### src/logic/awd_defines.svh
/*
 * Constants of the autonomous watchdog control block: register offsets,
 * field positions, reset values and timing counts.
 * Assumes inclusion by bare name from the design files.
 */
`ifndef AWD_DEFINES_SVH
`define AWD_DEFINES_SVH

// ----------------------------------------------------------------------
// Register map (byte addresses on APB; AWD_CTRL_INDEX is the control register's word index)
// ----------------------------------------------------------------------
`define AWD_CTRL_INDEX 8'h0A
`define AWD_CTRL_ADDR 12'h028
`define AWD_IRQ_STAT_ADDR 12'h100
`define AWD_IRQ_MASK_ADDR 12'h104
`define AWD_MODE_ADDR 12'h108

// ----------------------------------------------------------------------
// Control register fields
// ----------------------------------------------------------------------
`define AWD_BIT_RESTART 5
`define AWD_BIT_RST_EN 4
`define AWD_BIT_IRQ_EN 3
`define AWD_BIT_CC_EN 2
`define AWD_BIT_FLAG 1
`define AWD_BIT_RATE 0
`define AWD_CTRL_RESET 8'h00

// ----------------------------------------------------------------------
// Event status bits
// ----------------------------------------------------------------------
`define AWD_EV_TIMEOUT 0
`define AWD_EV_SYS_RESET 1
`define AWD_EV_WAKE 2
`define AWD_EV_HALL 3
`define AWD_EV_W 4

// ----------------------------------------------------------------------
// Timing
// ----------------------------------------------------------------------
`define AWD_CLK_MHZ 125
`define AWD_FAST_MS 10
`define AWD_SLOW_MS 20
`define AWD_FAST_CYCLES (`AWD_FAST_MS * 1000 * `AWD_CLK_MHZ)
`define AWD_SLOW_CYCLES (`AWD_SLOW_MS * 1000 * `AWD_CLK_MHZ)
`define AWD_RST_PULSE 16
`define AWD_CC_SETTLE 4

`endif

### src/logic/awd_pkg.sv
/*
 * Types shared by the autonomous watchdog control block.
 * Assumes awd_defines.svh supplies the numbers.
 */
`default_nettype none

package awd_pkg;
    typedef struct packed {
        logic rate;
        logic flag;
        logic cc_en;
        logic irq_en;
        logic rst_en;
    } awd_ctrl_t;

    typedef struct packed {
        logic [11:0] paddr;
        logic psel;
        logic penable;
        logic pwrite;
        logic [31:0] pwdata;
    } awd_apb_req_t;

    typedef enum logic [1:0] {
        AWD_CC_IDLE = 2'b00,
        AWD_CC_POWER = 2'b01,
        AWD_CC_SAMPLE = 2'b10
    } awd_cc_state_t;
endpackage : awd_pkg

`default_nettype wire

### src/logic/awd_timer.sv
/*
 * Timeout counter of the autonomous watchdog.
 * Assumes one clock and a synchronous active-high reset.
 */
`include "awd_defines.svh"
`timescale 1ns/1ps
`default_nettype none

module awd_timer #(
    parameter int FAST_CYCLES = `AWD_FAST_CYCLES,
    parameter int SLOW_CYCLES = `AWD_SLOW_CYCLES
) (
    input wire logic mclk_in,
    input wire logic sys_rst_in,
    input wire logic run_in,
    input wire logic restart_in,
    input wire logic fast_in,
    output logic expire_out
);
    typedef struct packed {
        logic [31:0] count;
        logic expire;
    } awd_tmr_state_t;

    awd_tmr_state_t st;
    awd_tmr_state_t next_st;
    logic [31:0] limit;

    always_comb begin
        limit = fast_in ? 32'(FAST_CYCLES - 1) : 32'(SLOW_CYCLES - 1);
        next_st = st;
        next_st.expire = 1'b0;
        if (restart_in) begin
            next_st.count = 32'h0000_0000;
        end else if (run_in) begin
            if (st.count >= limit) begin
                next_st.count = 32'h0000_0000;
                next_st.expire = 1'b1;
            end else begin
                next_st.count = st.count + 32'h0000_0001;
            end
        end
    end

    always_ff @(posedge mclk_in) begin
        if (sys_rst_in) begin
            st <= '0;
        end else begin
            st <= next_st;
        end
    end

    assign expire_out = st.expire;

    count_hold_a: assert property (@(posedge mclk_in) disable iff (sys_rst_in)
        !run_in && !restart_in |=> st.count == $past(st.count))
        else $error("counter moved while stopped");
endmodule : awd_timer

`default_nettype wire

### src/logic/awd_ctrl.sv
/*
 * Autonomous watchdog control: control register over APB, timeout reset in
 * RUN mode, wake interrupt in STOP mode, cyclic Hall sensor check.
 * Assumes stop_mode_in comes from the system power controller, synchronous.
 */
// Summary of operation
// - Writing one to restart bit clears counter; bit reads zero.
// - Timeout with reset enable drives low system reset, RUN only.
// - Reset enable sets once; further writes ignored until reset.
// - Flag with interrupt enable drives low interrupt, STOP only.
// - Cyclic check bit turns periodic sensor checking on or off.
// - Hardware sets timeout flag; writing one clears, zero no effect.
// - Clearing the flag also restarts the timeout period.
// - Rate bit one picks 10 ms, zero picks 20 ms.
// - Reset clears the register; bits 7 and 6 read zero.
// - Counter runs only while any of three enables is set.
// - Reset watchdog pauses in STOP and resumes in RUN.
// - In STOP with interrupt enable, wake after each period.
// - Cyclic check powers, samples Hall inputs; a one wakes system.
`include "awd_defines.svh"
`timescale 1ns/1ps
`default_nettype none

module awd_ctrl #(
    parameter int FAST_CYCLES = `AWD_FAST_CYCLES,
    parameter int SLOW_CYCLES = `AWD_SLOW_CYCLES,
    parameter int HALL_W = 3
) (
    input wire logic mclk_in,
    input wire logic sys_rst_in,
    input wire logic [11:0] paddr_in,
    input wire logic psel_in,
    input wire logic penable_in,
    input wire logic pwrite_in,
    input wire logic [31:0] pwdata_in,
    output logic [31:0] prdata_out,
    output logic pready_out,
    output logic pslverr_out,
    input wire logic stop_mode_in,
    input wire logic [HALL_W-1:0] hall_in,
    input wire logic hall_irq_en_in,
    output logic sys_rst_n_out,
    output logic irq_n_out,
    output logic [HALL_W-1:0] hall_power_out,
    output logic analog_check_out,
    output logic irq_out
);
    // ------------------------------------------------------------------
    // State
    // ------------------------------------------------------------------
    typedef struct packed {
        awd_pkg::awd_ctrl_t ctrl;
        logic [`AWD_EV_W-1:0] status;
        logic [`AWD_EV_W-1:0] mask;
        logic [HALL_W-1:0] hall_sel;
        logic [31:0] prdata;
        logic pready;
        logic pslverr;
        logic [4:0] rst_cnt;
        logic sys_rst_n;
        logic irq_n;
        logic hall_wake;
        awd_pkg::awd_cc_state_t cc_state;
        logic [2:0] cc_cnt;
        logic [HALL_W-1:0] hall_power;
        logic analog_check;
        logic irq;
    } awd_state_t;

    awd_state_t st;
    awd_state_t next_st;
    awd_pkg::awd_apb_req_t req;
    logic expire;
    logic restart;
    logic run_cnt;
    logic wr_ctrl;
    logic acc_take;

    // A write counts only on the edge at which the master sees pready, so the
    // first access cycle can neither clear the flag nor restart the counter
    function automatic logic apb_write(input awd_pkg::awd_apb_req_t r, input logic take, input logic [11:0] a);
        apb_write = take && r.psel && r.penable && r.pwrite && (r.paddr == a);
    endfunction : apb_write

    assign req = '{paddr: paddr_in, psel: psel_in, penable: penable_in,
                   pwrite: pwrite_in, pwdata: pwdata_in};
    assign acc_take = psel_in && penable_in && st.pready;
    assign wr_ctrl = apb_write(req, acc_take, `AWD_CTRL_ADDR);

    // Restart on command or flag clear; both hit the same counter reset
    assign restart = wr_ctrl && (pwdata_in[`AWD_BIT_RESTART]
        || (pwdata_in[`AWD_BIT_FLAG] && st.ctrl.flag));

    // The reset-only function freezes in STOP; interrupt and cyclic
    // check keep the oscillator running there
    assign run_cnt = (st.ctrl.irq_en || st.ctrl.cc_en || st.ctrl.rst_en)
        && !(stop_mode_in && !st.ctrl.irq_en && !st.ctrl.cc_en);

    awd_timer #(
        .FAST_CYCLES(FAST_CYCLES),
        .SLOW_CYCLES(SLOW_CYCLES)
    ) u_timer (
        .mclk_in(mclk_in),
        .sys_rst_in(sys_rst_in),
        .run_in(run_cnt),
        .restart_in(restart),
        .fast_in(st.ctrl.rate),
        .expire_out(expire)
    );

    // ------------------------------------------------------------------
    // Next state
    // ------------------------------------------------------------------
    always_comb begin
        logic [`AWD_EV_W-1:0] ev;
        logic [`AWD_EV_W-1:0] clr;
        ev = '0;
        clr = '0;
        next_st = st;
        next_st.pready = 1'b0;
        next_st.pslverr = 1'b0;

        // Register writes
        if (wr_ctrl) begin
            if (!st.ctrl.rst_en) begin
                next_st.ctrl.rst_en = pwdata_in[`AWD_BIT_RST_EN];
            end
            next_st.ctrl.irq_en = pwdata_in[`AWD_BIT_IRQ_EN];
            next_st.ctrl.cc_en = pwdata_in[`AWD_BIT_CC_EN];
            next_st.ctrl.rate = pwdata_in[`AWD_BIT_RATE];
            if (pwdata_in[`AWD_BIT_FLAG]) begin
                next_st.ctrl.flag = 1'b0;
            end
        end
        if (apb_write(req, acc_take, `AWD_IRQ_MASK_ADDR)) begin
            next_st.mask = pwdata_in[`AWD_EV_W-1:0];
        end
        if (apb_write(req, acc_take, `AWD_MODE_ADDR)) begin
            next_st.hall_sel = pwdata_in[HALL_W-1:0];
        end
        if (apb_write(req, acc_take, `AWD_IRQ_STAT_ADDR)) begin
            clr = pwdata_in[`AWD_EV_W-1:0];
        end

        // Timeout: flag set wins over a same-cycle clear
        if (expire) begin
            next_st.ctrl.flag = 1'b1;
            ev[`AWD_EV_TIMEOUT] = 1'b1;
            if (st.ctrl.rst_en && !stop_mode_in) begin
                next_st.rst_cnt = 5'(`AWD_RST_PULSE);
                ev[`AWD_EV_SYS_RESET] = 1'b1;
            end
        end

        // Reset pulse stretcher
        if (st.rst_cnt != 5'h00) begin
            next_st.rst_cnt = st.rst_cnt - 5'h01;
        end
        next_st.sys_rst_n = (next_st.rst_cnt == 5'h00);

        // Cyclic check sequencer: in STOP mode, power sensors each period, then sample
        next_st.hall_wake = 1'b0;
        unique case (st.cc_state)
            awd_pkg::AWD_CC_IDLE: begin
                if (expire && st.ctrl.cc_en && stop_mode_in) begin
                    next_st.cc_state = awd_pkg::AWD_CC_POWER;
                    next_st.cc_cnt = 3'(`AWD_CC_SETTLE);
                end
            end
            awd_pkg::AWD_CC_POWER: begin
                if (!st.ctrl.cc_en) begin
                    next_st.cc_state = awd_pkg::AWD_CC_IDLE;
                end else if (st.cc_cnt == 3'h0) begin
                    next_st.cc_state = awd_pkg::AWD_CC_SAMPLE;
                end else begin
                    next_st.cc_cnt = st.cc_cnt - 3'h1;
                end
            end
            awd_pkg::AWD_CC_SAMPLE: begin
                next_st.cc_state = awd_pkg::AWD_CC_IDLE;
                if (hall_irq_en_in && |(hall_in & st.hall_sel)) begin
                    next_st.hall_wake = 1'b1;
                    ev[`AWD_EV_HALL] = 1'b1;
                end
            end
            default: begin
                next_st.cc_state = awd_pkg::AWD_CC_IDLE;
            end
        endcase
        next_st.hall_power = (next_st.cc_state != awd_pkg::AWD_CC_IDLE) ? st.hall_sel : '0;
        next_st.analog_check = (next_st.cc_state != awd_pkg::AWD_CC_IDLE);

        // Wake line: flag with interrupt enable in STOP mode, or a Hall wake from the sample step
        next_st.irq_n = !((next_st.ctrl.flag && st.ctrl.irq_en && stop_mode_in)
            || next_st.hall_wake);
        if (!next_st.irq_n && st.irq_n) begin
            ev[`AWD_EV_WAKE] = 1'b1;
        end

        next_st.status = (st.status & ~clr) | ev;
        next_st.irq = |(next_st.status & next_st.mask);

        // APB answer in the access phase, after one wait state
        if (psel_in && penable_in && !st.pready) begin
            next_st.pready = 1'b1;
            next_st.prdata = 32'h0000_0000;
            unique case (paddr_in)
                `AWD_CTRL_ADDR: begin
                    next_st.prdata[`AWD_BIT_RST_EN] = st.ctrl.rst_en;
                    next_st.prdata[`AWD_BIT_IRQ_EN] = st.ctrl.irq_en;
                    next_st.prdata[`AWD_BIT_CC_EN] = st.ctrl.cc_en;
                    next_st.prdata[`AWD_BIT_FLAG] = st.ctrl.flag;
                    next_st.prdata[`AWD_BIT_RATE] = st.ctrl.rate;
                end
                `AWD_IRQ_STAT_ADDR: next_st.prdata[`AWD_EV_W-1:0] = st.status;
                `AWD_IRQ_MASK_ADDR: next_st.prdata[`AWD_EV_W-1:0] = st.mask;
                `AWD_MODE_ADDR: next_st.prdata[HALL_W-1:0] = st.hall_sel;
                default: next_st.pslverr = 1'b1;
            endcase
        end
    end

    // Writes are already gated to the cycle with pready high
    always_ff @(posedge mclk_in) begin
        if (sys_rst_in) begin
            st <= '0;
            st.sys_rst_n <= 1'b1;
            st.irq_n <= 1'b1;
        end else begin
            st <= next_st;
        end
    end

    assign prdata_out = st.prdata;
    assign pready_out = st.pready;
    assign pslverr_out = st.pslverr;
    assign sys_rst_n_out = st.sys_rst_n;
    assign irq_n_out = st.irq_n;
    assign hall_power_out = st.hall_power;
    assign analog_check_out = st.analog_check;
    assign irq_out = st.irq;

    // ------------------------------------------------------------------
    // Checks
    // ------------------------------------------------------------------
    reset_once_a: assert property (@(posedge mclk_in) disable iff (sys_rst_in)
        st.ctrl.rst_en |=> st.ctrl.rst_en)
        else $error("reset enable cleared by software");
    reset_run_a: assert property (@(posedge mclk_in) disable iff (sys_rst_in)
        expire && st.ctrl.rst_en && !stop_mode_in |=> !sys_rst_n_out[*8])
        else $error("timeout reset not asserted");
    reset_stop_a: assert property (@(posedge mclk_in) disable iff (sys_rst_in)
        expire && stop_mode_in && st.rst_cnt == 5'h00 |=> sys_rst_n_out)
        else $error("reset asserted in stop mode");
    irq_stop_a: assert property (@(posedge mclk_in) disable iff (sys_rst_in)
        !irq_n_out && !st.hall_wake |-> $past(stop_mode_in))
        else $error("wake line low outside stop mode");
    flag_set_a: assert property (@(posedge mclk_in) disable iff (sys_rst_in)
        expire |=> st.ctrl.flag)
        else $error("flag not set on expiry");
    flag_zero_a: assert property (@(posedge mclk_in) disable iff (sys_rst_in)
        st.ctrl.flag && !wr_ctrl |=> st.ctrl.flag)
        else $error("flag lost without clear");
    bits_zero_a: assert property (@(posedge mclk_in) disable iff (sys_rst_in)
        pready_out && $past(paddr_in) == `AWD_CTRL_ADDR |-> prdata_out[7:5] == 3'h0)
        else $error("reserved control bits read nonzero");
    stopped_a: assert property (@(posedge mclk_in) disable iff (sys_rst_in)
        !st.ctrl.rst_en && !st.ctrl.irq_en && !st.ctrl.cc_en |=> !expire)
        else $error("timer expired while disabled");
    cc_off_a: assert property (@(posedge mclk_in) disable iff (sys_rst_in)
        !st.ctrl.cc_en && st.cc_state == awd_pkg::AWD_CC_IDLE |=> !analog_check_out)
        else $error("cyclic check ran while disabled");
    restart_hold_a: assert property (@(posedge mclk_in) disable iff (sys_rst_in)
        restart |=> !expire[*8])
        else $error("no fresh period after restart");
    flag_clear_a: assert property (@(posedge mclk_in) disable iff (sys_rst_in)
        wr_ctrl && pwdata_in[`AWD_BIT_FLAG] && !expire |=> !st.ctrl.flag)
        else $error("flag not cleared by write of one");
    wake_stop_a: assert property (@(posedge mclk_in) disable iff (sys_rst_in)
        st.ctrl.flag && st.ctrl.irq_en && stop_mode_in && !wr_ctrl |=> !irq_n_out)
        else $error("no wake on flag in stop mode");
    reset_pulse_a: assert property (@(posedge mclk_in) disable iff (sys_rst_in)
        $fell(sys_rst_n_out) |-> st.rst_cnt == 5'(`AWD_RST_PULSE))
        else $error("reset pulse not full length");
    reset_idle_a: assert property (@(posedge mclk_in) disable iff (sys_rst_in)
        !st.ctrl.rst_en && st.rst_cnt == 5'h00 |=> sys_rst_n_out)
        else $error("reset asserted while disabled");
    cc_start_a: assert property (@(posedge mclk_in) disable iff (sys_rst_in)
        expire && st.ctrl.cc_en && stop_mode_in && st.cc_state == awd_pkg::AWD_CC_IDLE
        |=> analog_check_out)
        else $error("cyclic check did not start");
    hall_wake_a: assert property (@(posedge mclk_in) disable iff (sys_rst_in)
        st.hall_wake |-> $past(st.cc_state == awd_pkg::AWD_CC_SAMPLE))
        else $error("hall wake outside sample step");
    ready_wait_a: assert property (@(posedge mclk_in) disable iff (sys_rst_in)
        psel_in && penable_in && !pready_out |=> pready_out)
        else $error("access phase not answered");
    ready_pulse_a: assert property (@(posedge mclk_in) disable iff (sys_rst_in)
        pready_out |=> !pready_out && !pslverr_out)
        else $error("ready held longer than one cycle");
    irq_level_a: assert property (@(posedge mclk_in) disable iff (sys_rst_in)
        irq_out == |(st.status & st.mask))
        else $error("interrupt level does not follow status");
endmodule : awd_ctrl

`default_nettype wire

### config.mk
export PLATFORM = sky130hd
export DESIGN_NAME = awd_ctrl
export DESIGN_NICKNAME = d
export VERILOG_FILES = /design/src/logic/awd_pkg.sv /design/src/logic/awd_timer.sv /design/src/logic/awd_ctrl.sv
export VERILOG_INCLUDE_DIRS = /design/src /design/src/logic
export SDC_FILE = /design/constraint.sdc
export NUM_CORES = 1
export LEC_CHECK = 0
export ABC_AREA = 1
export BUFFER_PORTS_ARGS = -buffer_cell sky130_fd_sc_hd__buf_2
export CAP_MARGIN = 5
export CORE_MARGIN = 5
export CORE_UTILIZATION = 54
export CTS_CLUSTER_DIAMETER = 120
export DETAILED_ROUTE_END_ITERATION = 10
export PLACE_DENSITY = 0.78
export SYNTH_ARGS = -nofsm -noshare
export SYNTH_HDL_FRONTEND = slang
export SYNTH_HIERARCHICAL = 1
export SYNTH_SLANG_ARGS = --single-unit
### constraint.sdc
create_clock -name mclk_in -period 2.5 [get_ports mclk_in]
set_clock_uncertainty 0.05 [all_clocks]
set_input_delay 0.125 -clock mclk_in [delete_from_list [all_inputs] [get_ports mclk_in]]
set_output_delay 0.125 -clock mclk_in [all_outputs]
set_load 0.01 [all_outputs]
==> Yosys cells after proc, flatten, opt, wreduce, memory -nomap -nowiden <==
Index checks and enable logic that the tools add are counted.
{ "word_totals": {"ff_bits": 73, "in_bits": 54, "out_inout_bits": 41, "wordCells": 117} }
{ "op_classes": {"addsub": 3, "magnitude_cmp": 1, "n_eq_ne": 9, "n_mux": 29, "n_bitwise": 8, "reduce_logical": 46} }
{ "op_table": {"columns": ["op", "n"], "rows": [
  ["12-bit by 9-bit == test with 1-bit output, second input constant", 3],
  ["32-bit by 1-bit adder with 32-bit output, second input constant", 1],
  ["32-bit >= comparator", 1],
  ["32-bit two-way mux", 1],
  ["1-bit logical AND", 22],
  ["22-bit two-way mux", 1],
  ["5-bit two-way mux", 4],
  ["12-bit by 6-bit == test with 1-bit output, second input constant", 1],
  ["4-bit two-way mux", 3],
  ["3-bit one-hot mux with 4 select lines", 1],
  ["1-bit two-way mux", 10],
  ["4-bit AND", 2],
  ["2-bit two-way mux", 4],
  ["4-bit OR reduction", 2],
  ["1-bit logical NOT", 6],
  ["3-bit two-way mux", 2],
  ["2-bit inequality test, second input constant", 3],
  ["3-bit one-hot mux with 2 select lines", 1],
  ["2-bit OR reduction", 3],
  ["3-bit OR reduction", 2],
  ["5-bit logical NOT", 1],
  ["5-bit nonzero test", 1],
  ["5-bit by 1-bit subtractor with 5-bit output, second input constant", 1],
  ["1-bit logical OR", 4],
  ["13 further kinds", 16]
]} }

==> Logic depth before layout (Yosys ltp) <==
Gate-level depths: netlist of run 1.
{ "depth": {"word_depth": 16, "depth_mapped": 14, "depth_no_buf": 13} }

==> Hierarchy <==
Netlist of run 1, hierarchy kept.
{ "by_module_without_submodules": {"columns": ["module", "instances", "cells_each", "area_each_um2"], "rows": [
  ["awd_ctrl", 1, 306, 2172.1],
  ["awd_timer", 1, 243, 1781.7]
]} }

==> Worst setup path before layout of run 1 <==
Ideal clock, no wire load.
{ "synth_path": {"path_kind": "reg2reg", "from": "register st[67] (netlist name)", "to": "register u_timer/st[5] (netlist name)", "setup_time_ns": 0.117, "arrival_time_ns": 1.599, "required_time_ns": 2.333, "slack_ns": 0.735, "stages_incl_launch_ff": 14, "n_path_buf": 1, "cell_sequence": "dfxtp_1 inv_1 ha_1 nand2_1 inv_1 nand2_1 nor2_1 and2_1 nor2_1 nand2_1 nand2_1 nand2_2 buf_6 nor2_1"} }
{ "synth_between": {"elab_chain_cells": 3} }
{ "synth_lines": {"columns": ["item", "line", "text"], "rows": [
  ["from (decl)", "awd_ctrl.sv:70", "awd_state_t st;"],
  ["from (signal assigned)", "awd_ctrl.sv:230", "st <= next_st;"],
  ["22-bit two-way mux", "awd_timer.sv:30", "limit = fast_in ? 32'(FAST_CYCLES - 1) : 32'(SLOW_CYCLES - 1);"],
  ["32-bit >= comparator", "awd_timer.sv:36", "if (st.count >= limit) begin"],
  ["32-bit two-way mux", "awd_timer.sv:36", null],
  ["to (signal assigned)", "awd_timer.sv:49", "st <= next_st;"],
  ["to (decl)", "awd_timer.sv:25", "awd_tmr_state_t st;"]
]} }
No other way between the ends.
A chain may end at the register's enable or synchronous reset.

==> Worst setup path after layout of run 1 <==
{ "layout_path": {"from": "register st[63] (netlist name)", "to": "register u_timer/st[23] (netlist name)"} }
{ "layout_between": {"elab_chain_cells": 2} }
{ "layout_lines": {"columns": ["item", "line", "text"], "rows": [
  ["1-bit logical OR", "awd_ctrl.sv:96", "assign run_cnt = (st.ctrl.irq_en || st.ctrl.cc_en || st.ctrl.rst_en)"],
  ["1-bit logical AND", "awd_ctrl.sv:97", "&& !(stop_mode_in && !st.ctrl.irq_en && !st.ctrl.cc_en);"],
  ["via run_cnt", "awd_ctrl.sv:75", "logic run_cnt;"]
]} }
The timed path passes the listed nets, and every way through them passes these cells.

==> results of run 1 <==
## per-layer routing
layer  track usage, %  wire, um  up-vias
met3             4.03       358       10
met4             6.75        96        0
met5                0         0        -
li1                 -         -     1753
met2             30.3      3880       66
met1             23.3      3630     1543
## cell type report
type	count	area (um^2)	share of cell area, %
Clock buffer	12	135	3.18
Clock inverter	3	18.8	0.441
Inverter	66	249	5.86
Multi-Input combinational cell	393	2030	47.6
Sequential cell	73	1460	34.4
Tap cell	99	124	2.91
Timing Repair Buffer	45	238	5.59
## power breakdown
part / total, uW / switching [uW] / internal [uW] / leakage (uW)
registers: 1210 / 16.5 / 1200 / 0.000589
logic: 289 / 191 / 98.1 / 0.00128
clock network: 764 / 410 / 355 / 0.0000802
## critical path, cell delays in order (launching register included)
cell and delay, ps:
sky130_fd_sc_hd__dfxtp_1 340, sky130_fd_sc_hd__inv_1 60, sky130_fd_sc_hd__nor2_1 200, sky130_fd_sc_hd__nor2_1 70, sky130_fd_sc_hd__nand2_1 200, sky130_fd_sc_hd__nand3_2 180, sky130_fd_sc_hd__nor3_4 220, sky130_fd_sc_hd__nand2_2 130
sky130_fd_sc_hd__nor2_4 170, sky130_fd_sc_hd__nand2_1 110, sky130_fd_sc_hd__xor2_1 150, sky130_fd_sc_hd__nor2_1 60
## worst paths after layout
check | start | end | slack, ps | cells after the start
setup / recovery | st[63] | u_timer/st[23] | 450 | 11
hold reg to reg | st[5] | st[5] | 420 | 1
setup reg to reg | st[63] | u_timer/st[23] | 450 | 11
hold / removal | pwdata_in[3] | st[58] | 40 | 3
## flip-flops by register name, summed over array words and instances, names as in the netlist
name,cells
analog_check_out,1
hall_power_out,3
irq_n_out,1
irq_out,1
prdata_out,5
pready_out,1
pslverr_out,1
st,26
sys_rst_n_out,1
u_timer/expire_out,1
u_timer/st,32
## synth_stat cells (4+ instances only)
master,n
sky130_fd_sc_hd__a21oi_1,26
sky130_fd_sc_hd__buf_4,36
sky130_fd_sc_hd__clkbuf_1,4
sky130_fd_sc_hd__dfxtp_1,73
sky130_fd_sc_hd__ha_1,15
sky130_fd_sc_hd__inv_1,63
sky130_fd_sc_hd__nand2_1,118
sky130_fd_sc_hd__nand3_1,24
sky130_fd_sc_hd__nand4_1,10
sky130_fd_sc_hd__nor2_1,89
sky130_fd_sc_hd__nor2_4,4
sky130_fd_sc_hd__nor3_1,7
sky130_fd_sc_hd__nor3b_1,9
sky130_fd_sc_hd__o21ai_0,21
sky130_fd_sc_hd__xnor2_1,6
sky130_fd_sc_hd__xor2_1,14
## logic make-up (layout without fill, tap and decap cells)
group           after synthesis  after routing  share of synthesized area, %
other cells                   1             27                        0.0948
flops                        73             73                          37.0
buf+inv                     109            126                          14.3
simple gates                276            276                          32.1
xor+xnor                     20             20                          4.43
fa+ha+maj                    15             15                          4.75
mux                           1              1                         0.253
compound gates               54             54                          7.15
## stage by stage
stage	instance area, um^2	total power [uW]	utilization (%)	hold slack (ps)
finish	4250	2270	59.3	44.4
global placement	4090	1510	57.0	345
floorplan	4050	1480	-	218
detailed placement	4090	1530	57.0	339
global route	4250	2390	59.3	41.8
CTS	4250	2280	59.3	32.9
## layout by cell type, fill, tap and decap left out, types with 10 or more instances in the layout
cell                      netlist  final
sky130_fd_sc_hd__nand3_1       24     24
sky130_fd_sc_hd__conb_1         1     27
sky130_fd_sc_hd__nand2_1      118    118
sky130_fd_sc_hd__inv_1         63     63
sky130_fd_sc_hd__a21oi_1       26     26
sky130_fd_sc_hd__xor2_1        14     14
sky130_fd_sc_hd__nand4_1       10     10
sky130_fd_sc_hd__nor2_1        89     89
sky130_fd_sc_hd__dfxtp_1       73     73
sky130_fd_sc_hd__buf_2          0     41
sky130_fd_sc_hd__ha_1          15     15
sky130_fd_sc_hd__o21ai_0       21     21
## repair_timing
action                     in CTS  in global routing
hold buffers                    1                  0
setup endpoints to repair       0                  0
hold endpoints to repair        1                  0
==> flow_results.xml, run 1 <==
<?xml version="1.0" encoding="UTF-8"?>
<metrics>
  <group name="synth">
    <metric name="synth.cell_area" unit="mm^2">0.00395</metric>
    <metric name="synth-seq-area-share" unit="%">37.0</metric>
    <metric name="yosys_warnings" unit="">6</metric>
    <metric name="synth.ff_latch_count" unit="">73</metric>
    <metric name="netlist_top_cells_area" unit="">sky130_fd_sc_hd__dfxtp_1 37%, sky130_fd_sc_hd__nand2_1 11%, sky130_fd_sc_hd__nor2_1 8.4%, sky130_fd_sc_hd__buf_4 6.8%, sky130_fd_sc_hd__inv_1 6.0%</metric>
    <metric name="synth_cells" unit="">549</metric>
    <metric name="synth-main-ff-cell" unit="">sky130_fd_sc_hd__dfxtp_1</metric>
    <metric name="synth_edf_count" unit="">0</metric>
    <metric name="asyncSetResetFlopFracSynth" unit="%">0</metric>
    <metric name="synth_top_cell_area_share" unit="%">37.0</metric>
    <metric name="post-synth-top-area-cell" unit="">sky130_fd_sc_hd__dfxtp_1</metric>
    <metric name="postSynthAreaPerCell" unit="um^2">7.20</metric>
    <metric name="synthDistinctLibCells" unit="">37</metric>
  </group>
  <group name="global_route">
    <metric name="grt_start_max_net_pins" unit="">26</metric>
    <metric name="number_of_global_route_vias_before_repair" unit="">3124</metric>
    <metric name="grt_usage" unit="%">18.3</metric>
    <metric name="grt_antenna_before_repair" unit="">0</metric>
    <metric name="grt_remaining_overflow" unit="">0</metric>
    <metric name="grt_pass1_wl" unit="mm">13.4</metric>
  </group>
  <group name="sta">
    <metric name="rsz0062_at_grt" unit="">false</metric>
    <metric name="min_period_over_period" unit="%">82.1</metric>
    <metric name="final_period_minus_worst_setup_slack" unit="ps">2050</metric>
    <metric name="setup-tns-final" unit="ps">0</metric>
    <metric name="setup_ws" unit="ps">447</metric>
    <metric name="setup_viol" unit="">0</metric>
    <metric name="drv_slew" unit="">0</metric>
    <metric name="fmax" unit="MHz">487</metric>
    <metric name="hold_viol" unit="">0</metric>
  </group>
  <group name="clock_network">
    <metric name="post_cts_buffers" unit="">0</metric>
    <metric name="clockRootBuffer" unit="">sky130_fd_sc_hd__clkbuf_8</metric>
    <metric name="htree_num_levels" unit="">3</metric>
    <metric name="clock_tree.buffer_depth" unit="">2</metric>
    <metric name="cts_tree" unit="">done</metric>
    <metric name="ctsResizeCount" unit="">0</metric>
    <metric name="numClockSinks" unit="">73</metric>
    <metric name="cts-buffers-inserted" unit="">9</metric>
    <metric name="clk_transition_reported_paths" unit="ps">80</metric>
    <metric name="clk_latency" unit="ps">340</metric>
  </group>
  <group name="route">
    <metric name="ant_nets" unit="">0</metric>
    <metric name="drcViolationCount" unit="">0</metric>
    <metric name="drt-pass1-iter-count" unit="">4</metric>
    <metric name="detail_route.wirelength" unit="mm">7.97</metric>
    <metric name="routedWlPerCell" unit="um">11.5</metric>
    <metric name="first_iteration_detailed_routing_drc_count" unit="">124</metric>
    <metric name="avgViaCountPerCell" unit="">4.88</metric>
    <metric name="dr_total_vias" unit="">3372</metric>
  </group>
  <group name="setup_path">
    <metric name="critical_path_class" unit="">reg -&gt; reg</metric>
    <metric name="kind_of_capture_point_of_the_worst_setup_path" unit="">register</metric>
    <metric name="worst_ep_required_time" unit="ps">2660</metric>
    <metric name="type_of_origin_of_the_critical_path" unit="">register</metric>
    <metric name="highest_fanout_seen_on_the_critical_path" unit="">6</metric>
    <metric name="critical_path_arrival" unit="ps">2210</metric>
  </group>
  <group name="final_layout">
    <metric name="antenna_cells_inserted" unit="">0</metric>
    <metric name="layoutNonFillerInstCount" unit="">691</metric>
    <metric name="post_route_cells_drive_above_1_share" unit="%">12.8</metric>
    <metric name="fill_cells" unit="">674</metric>
    <metric name="nets" unit="">657</metric>
    <metric name="area_growth" unit="%">7.53</metric>
  </group>
  <group name="run_status">
    <metric name="status" unit="">finished clean</metric>
  </group>
  <group name="die">
    <metric name="initial_core_util" unit="%">55.1</metric>
    <metric name="fp.dieW" unit="um">95.6</metric>
    <metric name="die_height" unit="um">95.6</metric>
    <metric name="boundaryPins" unit="">95</metric>
    <metric name="die_area" unit="mm^2">0.00913</metric>
    <metric name="placeableCoreArea" unit="mm^2">0.00718</metric>
    <metric name="rows" unit="">31</metric>
  </group>
  <group name="placed_design">
    <metric name="place_congestion" unit="">0.814</metric>
    <metric name="place.port_buffers" unit="">41</metric>
    <metric name="detailedPlace.worstSlack" unit="ps">464</metric>
    <metric name="dp.cells" unit="">675</metric>
    <metric name="hpwlAfterDp" unit="mm">6.24</metric>
  </group>
  <group name="power">
    <metric name="vdd_ir_max" unit="mV">0.404</metric>
    <metric name="power_per_cell_area" unit="mW/mm^2">533</metric>
    <metric name="leakage_dissipation" unit="uW">0.00195</metric>
  </group>
  <group name="worst_hold_path">
    <metric name="timing.hold.worst.class" unit="">in -&gt; reg</metric>
  </group>
  <group name="job">
    <metric name="drv.max_cap_violation_count" unit="">0</metric>
  </group>
</metrics>
Note: power is estimated with default switching activity, not from simulation.
==> run 2: changes to the inputs <==
ABC_AREA = 0   (was 1)
CORE_UTILIZATION = 53   (was 54)
PLACE_DENSITY = 0.77   (was 0.78)
clock period = 2.1 ns   (was 2.5 ns; I/O delays follow)
==> flow_results.xml, run 2 <==
<?xml version="1.0" encoding="UTF-8"?>
<metrics>
  <group name="final_layout">
    <metric name="layout_commonest_cell" unit="">sky130_fd_sc_hd__dfxtp_1</metric>
    <metric name="final_area" unit="mm^2">0.00487</metric>
    <metric name="layout.cells.most_common_list" unit="">69 x sky130_fd_sc_hd__dfxtp_1, 41 x sky130_fd_sc_hd__buf_2, 40 x sky130_fd_sc_hd__nor2_1</metric>
    <metric name="largest_register_ffs" unit="">32</metric>
    <metric name="largest-register" unit="">u_timer/st</metric>
    <metric name="area_growth" unit="%">27.1</metric>
    <metric name="antenna_cells_inserted" unit="">0</metric>
    <metric name="nets" unit="">582</metric>
    <metric name="layoutNonFillerInstCount" unit="">616</metric>
    <metric name="post_route_cells_drive_above_1_share" unit="%">31.5</metric>
  </group>
  <group name="sta">
    <metric name="final_period_minus_worst_setup_slack" unit="ps">2200</metric>
    <metric name="setup_ws" unit="ps">-99.3</metric>
    <metric name="setup_viol" unit="">32</metric>
    <metric name="drv_slew" unit="">0</metric>
    <metric name="rsz0062_at_grt" unit="">true</metric>
    <metric name="timing.slew.headroom" unit="%">60.7</metric>
    <metric name="setup-tns-final" unit="ps">-1540</metric>
    <metric name="fmax" unit="MHz">455</metric>
    <metric name="min_period_over_period" unit="%">105</metric>
    <metric name="hold_viol" unit="">0</metric>
    <metric name="slew_worst_pin" unit="ps">575</metric>
  </group>
  <group name="synth">
    <metric name="synth_most_common_cell" unit="">sky130_fd_sc_hd__dfxtp_1</metric>
    <metric name="share_of_the_synthesized_area_in_compound_gates_ao_oa_aoi_oai" unit="%">11.4</metric>
    <metric name="synth-main-ff-cell" unit="">sky130_fd_sc_hd__dfxtp_1</metric>
    <metric name="synth_cells" unit="">446</metric>
    <metric name="netlist_top_cells_area" unit="">sky130_fd_sc_hd__dfxtp_1 38%, sky130_fd_sc_hd__buf_4 7.1%, sky130_fd_sc_hd__nor2_1 6.8%, sky130_fd_sc_hd__ha_1 4.9%, sky130_fd_sc_hd__a21oi_1 3.8%</metric>
    <metric name="synth_edf_count" unit="">0</metric>
    <metric name="synthAdderAreaFrac" unit="%">4.90</metric>
    <metric name="synthDistinctLibCells" unit="">66</metric>
    <metric name="post-synth-top-area-cell" unit="">sky130_fd_sc_hd__dfxtp_1</metric>
    <metric name="yosys_warnings" unit="">6</metric>
    <metric name="basic_gate_share_of_the_synthesized_area_counting_and_or_nand_and_nor_cells" unit="%">28.5</metric>
    <metric name="synth.cell_area" unit="mm^2">0.00383</metric>
    <metric name="postSynthAreaPerCell" unit="um^2">8.58</metric>
    <metric name="netlist_top_cells_count" unit="">73 x sky130_fd_sc_hd__dfxtp_1, 69 x sky130_fd_sc_hd__nor2_1, 36 x sky130_fd_sc_hd__buf_4</metric>
    <metric name="synthXorXnorAreaFrac" unit="%">5.95</metric>
    <metric name="asyncSetResetFlopFracSynth" unit="%">0</metric>
    <metric name="synth.mux.area_fraction" unit="%">1.05</metric>
    <metric name="synth_top_family_by_area" unit="">simple AND/OR/NAND/NOR gates</metric>
    <metric name="synth-seq-area-share" unit="%">38.2</metric>
    <metric name="synth.ff_latch_count" unit="">73</metric>
    <metric name="synth_top_cell_area_share" unit="%">38.2</metric>
  </group>
  <group name="setup_path">
    <metric name="worst_ep_required_time" unit="ps">2340</metric>
    <metric name="type_of_origin_of_the_critical_path" unit="">register</metric>
    <metric name="kind_of_capture_point_of_the_worst_setup_path" unit="">register</metric>
    <metric name="highest_fanout_seen_on_the_critical_path" unit="">6</metric>
    <metric name="reg2reg_slack" unit="ps">-100</metric>
    <metric name="critical_path_class" unit="">reg -&gt; reg</metric>
    <metric name="critical_path_arrival" unit="ps">2440</metric>
  </group>
  <group name="die">
    <metric name="die_area" unit="mm^2">0.00902</metric>
    <metric name="placeableCoreArea" unit="mm^2">0.00714</metric>
    <metric name="rows" unit="">31</metric>
    <metric name="fp.dieW" unit="um">95.0</metric>
    <metric name="die_height" unit="um">95.0</metric>
    <metric name="boundaryPins" unit="">95</metric>
    <metric name="initial_core_util" unit="%">53.6</metric>
  </group>
  <group name="route">
    <metric name="drcViolationCount" unit="">0</metric>
    <metric name="drt-pass1-iter-count" unit="">5</metric>
    <metric name="dr_total_vias" unit="">3388</metric>
    <metric name="avgViaCountPerCell" unit="">5.50</metric>
    <metric name="ant_nets" unit="">0</metric>
    <metric name="detail_route.wirelength" unit="mm">9.54</metric>
    <metric name="first_iteration_detailed_routing_drc_count" unit="">157</metric>
    <metric name="routedWlPerCell" unit="um">15.5</metric>
  </group>
  <group name="power">
    <metric name="vdd_ir_max" unit="mV">0.524</metric>
    <metric name="leakage_dissipation" unit="uW">0.00182</metric>
    <metric name="power_per_cell_area" unit="mW/mm^2">651</metric>
    <metric name="total_power" unit="uW">3170</metric>
  </group>
  <group name="placed_design">
    <metric name="dp.cells" unit="">591</metric>
    <metric name="place_area" unit="mm^2">0.00412</metric>
    <metric name="hpwlAfterDp" unit="mm">6.21</metric>
    <metric name="detailedPlace.worstSlack" unit="ps">-55.6</metric>
    <metric name="place.port_buffers" unit="">41</metric>
    <metric name="place_congestion" unit="">0.857</metric>
  </group>
  <group name="run_status">
    <metric name="status" unit="">finished, violations left</metric>
    <metric name="failed_checks" unit="">negative setup slack</metric>
  </group>
  <group name="clock_network">
    <metric name="clk_transition_reported_paths" unit="ps">80</metric>
    <metric name="cts_tree" unit="">done</metric>
    <metric name="clock_tree.buffer_depth" unit="">2</metric>
    <metric name="htree_num_levels" unit="">3</metric>
    <metric name="cts-buffers-inserted" unit="">9</metric>
    <metric name="numClockSinks" unit="">73</metric>
    <metric name="clockRootBuffer" unit="">sky130_fd_sc_hd__clkbuf_8</metric>
    <metric name="clk_latency" unit="ps">360</metric>
  </group>
  <group name="global_route">
    <metric name="grt_antenna_before_repair" unit="">0</metric>
    <metric name="grt_remaining_overflow" unit="">0</metric>
    <metric name="grt_usage" unit="%">19.7</metric>
    <metric name="grt_pass1_wl" unit="mm">14.0</metric>
    <metric name="number_of_global_route_vias_before_repair" unit="">3212</metric>
    <metric name="grt_start_max_net_pins" unit="">24</metric>
  </group>
  <group name="worst_hold_path">
    <metric name="timing.hold.worst.class" unit="">in -&gt; reg</metric>
  </group>
  <group name="job">
    <metric name="drv.max_cap_violation_count" unit="">0</metric>
  </group>
</metrics>
==> run 2: cell types whose count changed after synthesis, sizes merged, moves of 6 or more <==
cell,before,now
nand2,120,34
inv,64,11
nor2,96,71
o21ai,22,6
nor4,0,10
nor3b,9,0
nor2b,0,6
==> run 2: per-stage QoR <==
| stage | utilization [%] | hold WS (ps) |
|---|---|---|
| 2_1_floorplan | - | 134 |
| 3_3_place_gp | 57.8 | 317 |
| 3_5_place_dp | 57.8 | 317 |
| 4_1_cts | 61.7 | 3.62 |
| 5_1_grt | 68.2 | 13.8 |
| 6_report | 68.2 | 10.5 |
==> run 2: repair_timing <==
action,in CTS,in global routing
setup buffers,0,2
gates resized for setup,8,87
pin swaps,2,44
hold endpoints to repair,5,0
setup endpoints to repair,32,34
cloned,0,4
hold buffers,4,0
==> run 2: path summary, 6_finish.rpt <==
path            startpoint             end  cells after the start
max                 st[67]  u_timer/st[17]                      9
min           pwdata_in[1]          st[53]                      3
max reg2reg         st[67]  u_timer/st[17]                      9
min reg2reg  prdata_out[4]   prdata_out[4]                      2
==> run 2: layout make-up <==
cell class                      instances  area, um^2
Fill cell                             571        2270
Timing Repair Buffer                   77         556
Clock inverter                          5        56.3
Inverter                               11        43.8
Clock buffer                           10         138
Sequential cell                        73        1470
Tap cell                               99         124
Multi-Input combinational cell        341        2480
==> run 2: power breakdown <==
group | total, uW | switching [uW] | internal, uW | leakage, uW
Sequential | 1460 | 31.2 | 1430 | 0.000592
Combinational | 606 | 325 | 280 | 0.00113
Clock | 1100 | 532 | 572 | 0.0000981
==> run 2: per-layer routing <==
metal  GRT usage, %  vias to the layer above  share of wire, %
met1           22.6                     1614                40
met5              0                        -                 0
met3           5.90                       24               5.6
met2           34.4                      107                52
li1               -                     1643                 -
met4           7.45                        0               2.3
==> run 2: cell families (layout without fill, tap and decap cells) <==
logic type,Yosys count,count (layout)
multiplexers,4,4
XOR/XNOR,26,26
buffers and inverters,58,103
AO/OA/AOI/OAI,66,66
other,1,27
adder cells (fa/ha/maj),15,15
AND/OR/NAND/NOR,203,203
flip-flops,73,73
==> run 2: worst max-delay path: stages (launching register included) <==
cell and delay [ps]:
sky130_fd_sc_hd__dfxtp_4 370, sky130_fd_sc_hd__buf_8 140, sky130_fd_sc_hd__ha_4 230, sky130_fd_sc_hd__a211oi_2 200, sky130_fd_sc_hd__a21oi_1 90, sky130_fd_sc_hd__a21oi_1 180, sky130_fd_sc_hd__nand4_1 210, sky130_fd_sc_hd__a31o_4 370
sky130_fd_sc_hd__clkbuf_16 190, sky130_fd_sc_hd__nor2_4 100
==> run 3: changes to the inputs <==
CORE_UTILIZATION = 45   (was 53)
PLACE_DENSITY = 0.67   (was 0.77)
==> flow_results.xml, run 3 (synthesis gave the netlist of run 2 again) <==
<?xml version="1.0" encoding="UTF-8"?>
<metrics>
  <group name="run_status">
    <metric name="status" unit="">finished clean</metric>
  </group>
  <group name="setup_path">
    <metric name="worst_ep_required_time" unit="ps">2290</metric>
    <metric name="critical_path_class" unit="">reg -&gt; reg</metric>
    <metric name="highest_fanout_seen_on_the_critical_path" unit="">8</metric>
    <metric name="critical_path_arrival" unit="ps">2250</metric>
    <metric name="kind_of_capture_point_of_the_worst_setup_path" unit="">register</metric>
    <metric name="worstPathCellList" unit="">buf_6 &gt; ha_1 &gt; nand4bb_1 &gt; nor4b_2 &gt; a21oi_1 &gt; nand4_1 &gt; a31o_4 &gt; clkbuf_16 &gt; nor2_1</metric>
    <metric name="cp_slowest_cell" unit="">sky130_fd_sc_hd__dfxtp_2</metric>
    <metric name="crit_path_max_incr_delay" unit="ps">340</metric>
    <metric name="type_of_origin_of_the_critical_path" unit="">register</metric>
  </group>
  <group name="global_route">
    <metric name="grt_start_max_net_pins" unit="">28</metric>
    <metric name="grt_remaining_overflow" unit="">0</metric>
    <metric name="grt_usage" unit="%">16.2</metric>
    <metric name="grt_pass1_wl" unit="mm">13.6</metric>
    <metric name="number_of_global_route_vias_before_repair" unit="">3003</metric>
    <metric name="grt_antenna_before_repair" unit="">1</metric>
  </group>
  <group name="final_layout">
    <metric name="area.sequential" unit="mm^2">0.00147</metric>
    <metric name="fill_cells" unit="">786</metric>
    <metric name="antenna_cells_inserted" unit="">0</metric>
    <metric name="nets" unit="">576</metric>
    <metric name="largest_register_ffs" unit="">32</metric>
    <metric name="final_area" unit="mm^2">0.00453</metric>
    <metric name="post_route_cells_drive_above_1_share" unit="%">23.6</metric>
    <metric name="layout.cells.most_common_list" unit="">70 x sky130_fd_sc_hd__dfxtp_1, 67 x sky130_fd_sc_hd__nor2_1, 41 x sky130_fd_sc_hd__buf_2</metric>
    <metric name="area_taken_by_multi_input_logic_gates" unit="mm^2">0.00217</metric>
    <metric name="area_growth" unit="%">18.4</metric>
    <metric name="layout_commonest_cell" unit="">sky130_fd_sc_hd__dfxtp_1</metric>
    <metric name="largest-register" unit="">u_timer/st</metric>
    <metric name="fin_util" unit="%">54.9</metric>
  </group>
  <group name="sta">
    <metric name="drv_slew" unit="">0</metric>
    <metric name="setup_viol" unit="">0</metric>
    <metric name="slew_worst_pin" unit="ps">521</metric>
    <metric name="rsz0062_at_grt" unit="">true</metric>
    <metric name="hold_viol" unit="">0</metric>
    <metric name="min_period_over_period" unit="%">98.2</metric>
    <metric name="whs" unit="ps">26.1</metric>
    <metric name="timing.slew.headroom" unit="%">65.3</metric>
    <metric name="fmax" unit="MHz">485</metric>
    <metric name="final_period_minus_worst_setup_slack" unit="ps">2060</metric>
  </group>
  <group name="die">
    <metric name="fp.dieW" unit="um">102</metric>
    <metric name="die_area" unit="mm^2">0.0105</metric>
    <metric name="die_height" unit="um">102</metric>
    <metric name="boundaryPins" unit="">95</metric>
    <metric name="placeableCoreArea" unit="mm^2">0.00826</metric>
    <metric name="initial_core_util" unit="%">46.3</metric>
    <metric name="rows" unit="">33</metric>
  </group>
  <group name="clock_network">
    <metric name="clock_tree.buffer_depth" unit="">2</metric>
    <metric name="post_cts_buffers" unit="">0</metric>
    <metric name="htree_num_levels" unit="">3</metric>
    <metric name="cts_tree" unit="">done</metric>
    <metric name="clk_latency" unit="ps">340</metric>
    <metric name="numClockSinks" unit="">73</metric>
    <metric name="cts-buffers-inserted" unit="">9</metric>
    <metric name="clk_transition_reported_paths" unit="ps">80</metric>
    <metric name="clockRootBuffer" unit="">sky130_fd_sc_hd__clkbuf_8</metric>
  </group>
  <group name="route">
    <metric name="detail_route.wirelength" unit="mm">8.64</metric>
    <metric name="first_iteration_detailed_routing_drc_count" unit="">102</metric>
    <metric name="avgViaCountPerCell" unit="">5.18</metric>
    <metric name="dr_total_vias" unit="">3193</metric>
    <metric name="ant_nets" unit="">0</metric>
    <metric name="drcViolationCount" unit="">0</metric>
    <metric name="drt-pass1-iter-count" unit="">5</metric>
    <metric name="routedWlPerCell" unit="um">14.0</metric>
  </group>
  <group name="worst_hold_path">
    <metric name="timing.hold.worst.class" unit="">in -&gt; reg</metric>
  </group>
  <group name="power">
    <metric name="sw_frac_of_total" unit="%">27.1</metric>
    <metric name="p_int" unit="uW">2380</metric>
    <metric name="power.share.sequential" unit="%">44.4</metric>
    <metric name="vdd_ir_max" unit="mV">0.324</metric>
    <metric name="leakage_dissipation" unit="uW">0.00179</metric>
    <metric name="pwr-share-comb" unit="%">18.4</metric>
    <metric name="clock_power_share" unit="%">37.1</metric>
    <metric name="power_per_cell_area" unit="mW/mm^2">721</metric>
    <metric name="power.net_switching" unit="uW">885</metric>
  </group>
  <group name="job">
    <metric name="drv.max_cap_violation_count" unit="">0</metric>
  </group>
  <group name="placed_design">
    <metric name="hpwlAfterDp" unit="mm">6.25</metric>
    <metric name="place_congestion" unit="">0.868</metric>
    <metric name="place_area" unit="mm^2">0.00414</metric>
    <metric name="place.port_buffers" unit="">41</metric>
  </group>
</metrics>
==> run 3: cell types whose count changed in the layout (fill, tap and decap cells not counted), moves of 2 or more <==
cell                      before  now
sky130_fd_sc_hd__buf_8         2    0
sky130_fd_sc_hd__nor2_2        7    3
sky130_fd_sc_hd__nor2_1       40   67
sky130_fd_sc_hd__xor2_2        2    0
sky130_fd_sc_hd__a21oi_1      27   29
sky130_fd_sc_hd__ha_1         10   13
sky130_fd_sc_hd__buf_4        25   22
sky130_fd_sc_hd__ha_4          4    1
sky130_fd_sc_hd__xor2_1       13   15
sky130_fd_sc_hd__nor2_4       24    1
sky130_fd_sc_hd__a21oi_2       3    1
==> run 3: critical path, delay by kind of cell, from the launching register on <==
family	cells	cell delay (ps)
fa+ha+maj	1	290
compound gates	2	360
buf+inv	2	320
simple gates	4	600
flops	1	340
==> run 3: per-stage QoR <==
step / instances / total power (uW) / setup TNS [ps] / setup WS (ps)
3_5_place_dp: 596 / 2030 / -122 / -122
6_report: 617 / 3270 / 0 / 37.5
5_1_grt: 617 / 3450 / -1050 / -54.7
2_1_floorplan: 472 / 1870 / 0 / 32.8
4_1_cts: 615 / 3280 / 0 / 13.5
3_3_place_gp: 596 / 2010 / -1270 / -46.6
==> run 3: power groups by stage <==
| stage | clock [uW] | combinational, uW | sequential [uW] |
|---|---|---|---|
| after floorplan | 0 | 376 | 1490 |
| after global placement | 0 | 525 | 1480 |
| after detailed placement | 0 | 547 | 1480 |
| after CTS | 1240 | 585 | 1450 |
| after global routing | 1320 | 669 | 1460 |
| final | 1210 | 602 | 1450 |
==> run 3: path summary, 6_finish.rpt <==
path / from / to / slack (ps) / cells past startpoint
worst max-delay path: st[67] / u_timer/st[24] / 40 / 9
worst min-delay path: pwdata_in[3] / st[64] / 30 / 3
worst max register to register: st[67] / u_timer/st[24] / 40 / 9
worst min register to register: prdata_out[1] / prdata_out[1] / 400 / 2
==> run 3: layer usage <==
metal,routed length (um),GRT usage [%],part of all wire (%)
met1,3720,19.6,43
met2,4260,28.2,49
met3,491,4.37,5.7
met4,161,4.94,1.9
met5,7,0,0.081
==> run 3: what timing repair did <==
item                                   4_1_cts  5_1_grt
setup endpoints to repair                    4       34
endpoints found under the hold margin        3        0
gates cloned                                 0        2
pin swaps                                    2       11
gates resized for setup                      5       18
hold buffers                                 3        0
==> run 3: layout make-up <==
type | count | share of cell area, %
clock buffer | 9 | 2.73
clock inverter | 7 | 2.07
inverter | 11 | 0.911
multi-input combinational | 341 | 48.0
sequential | 73 | 32.3
tap | 105 | 2.90
timing repair buffer | 71 | 11.1
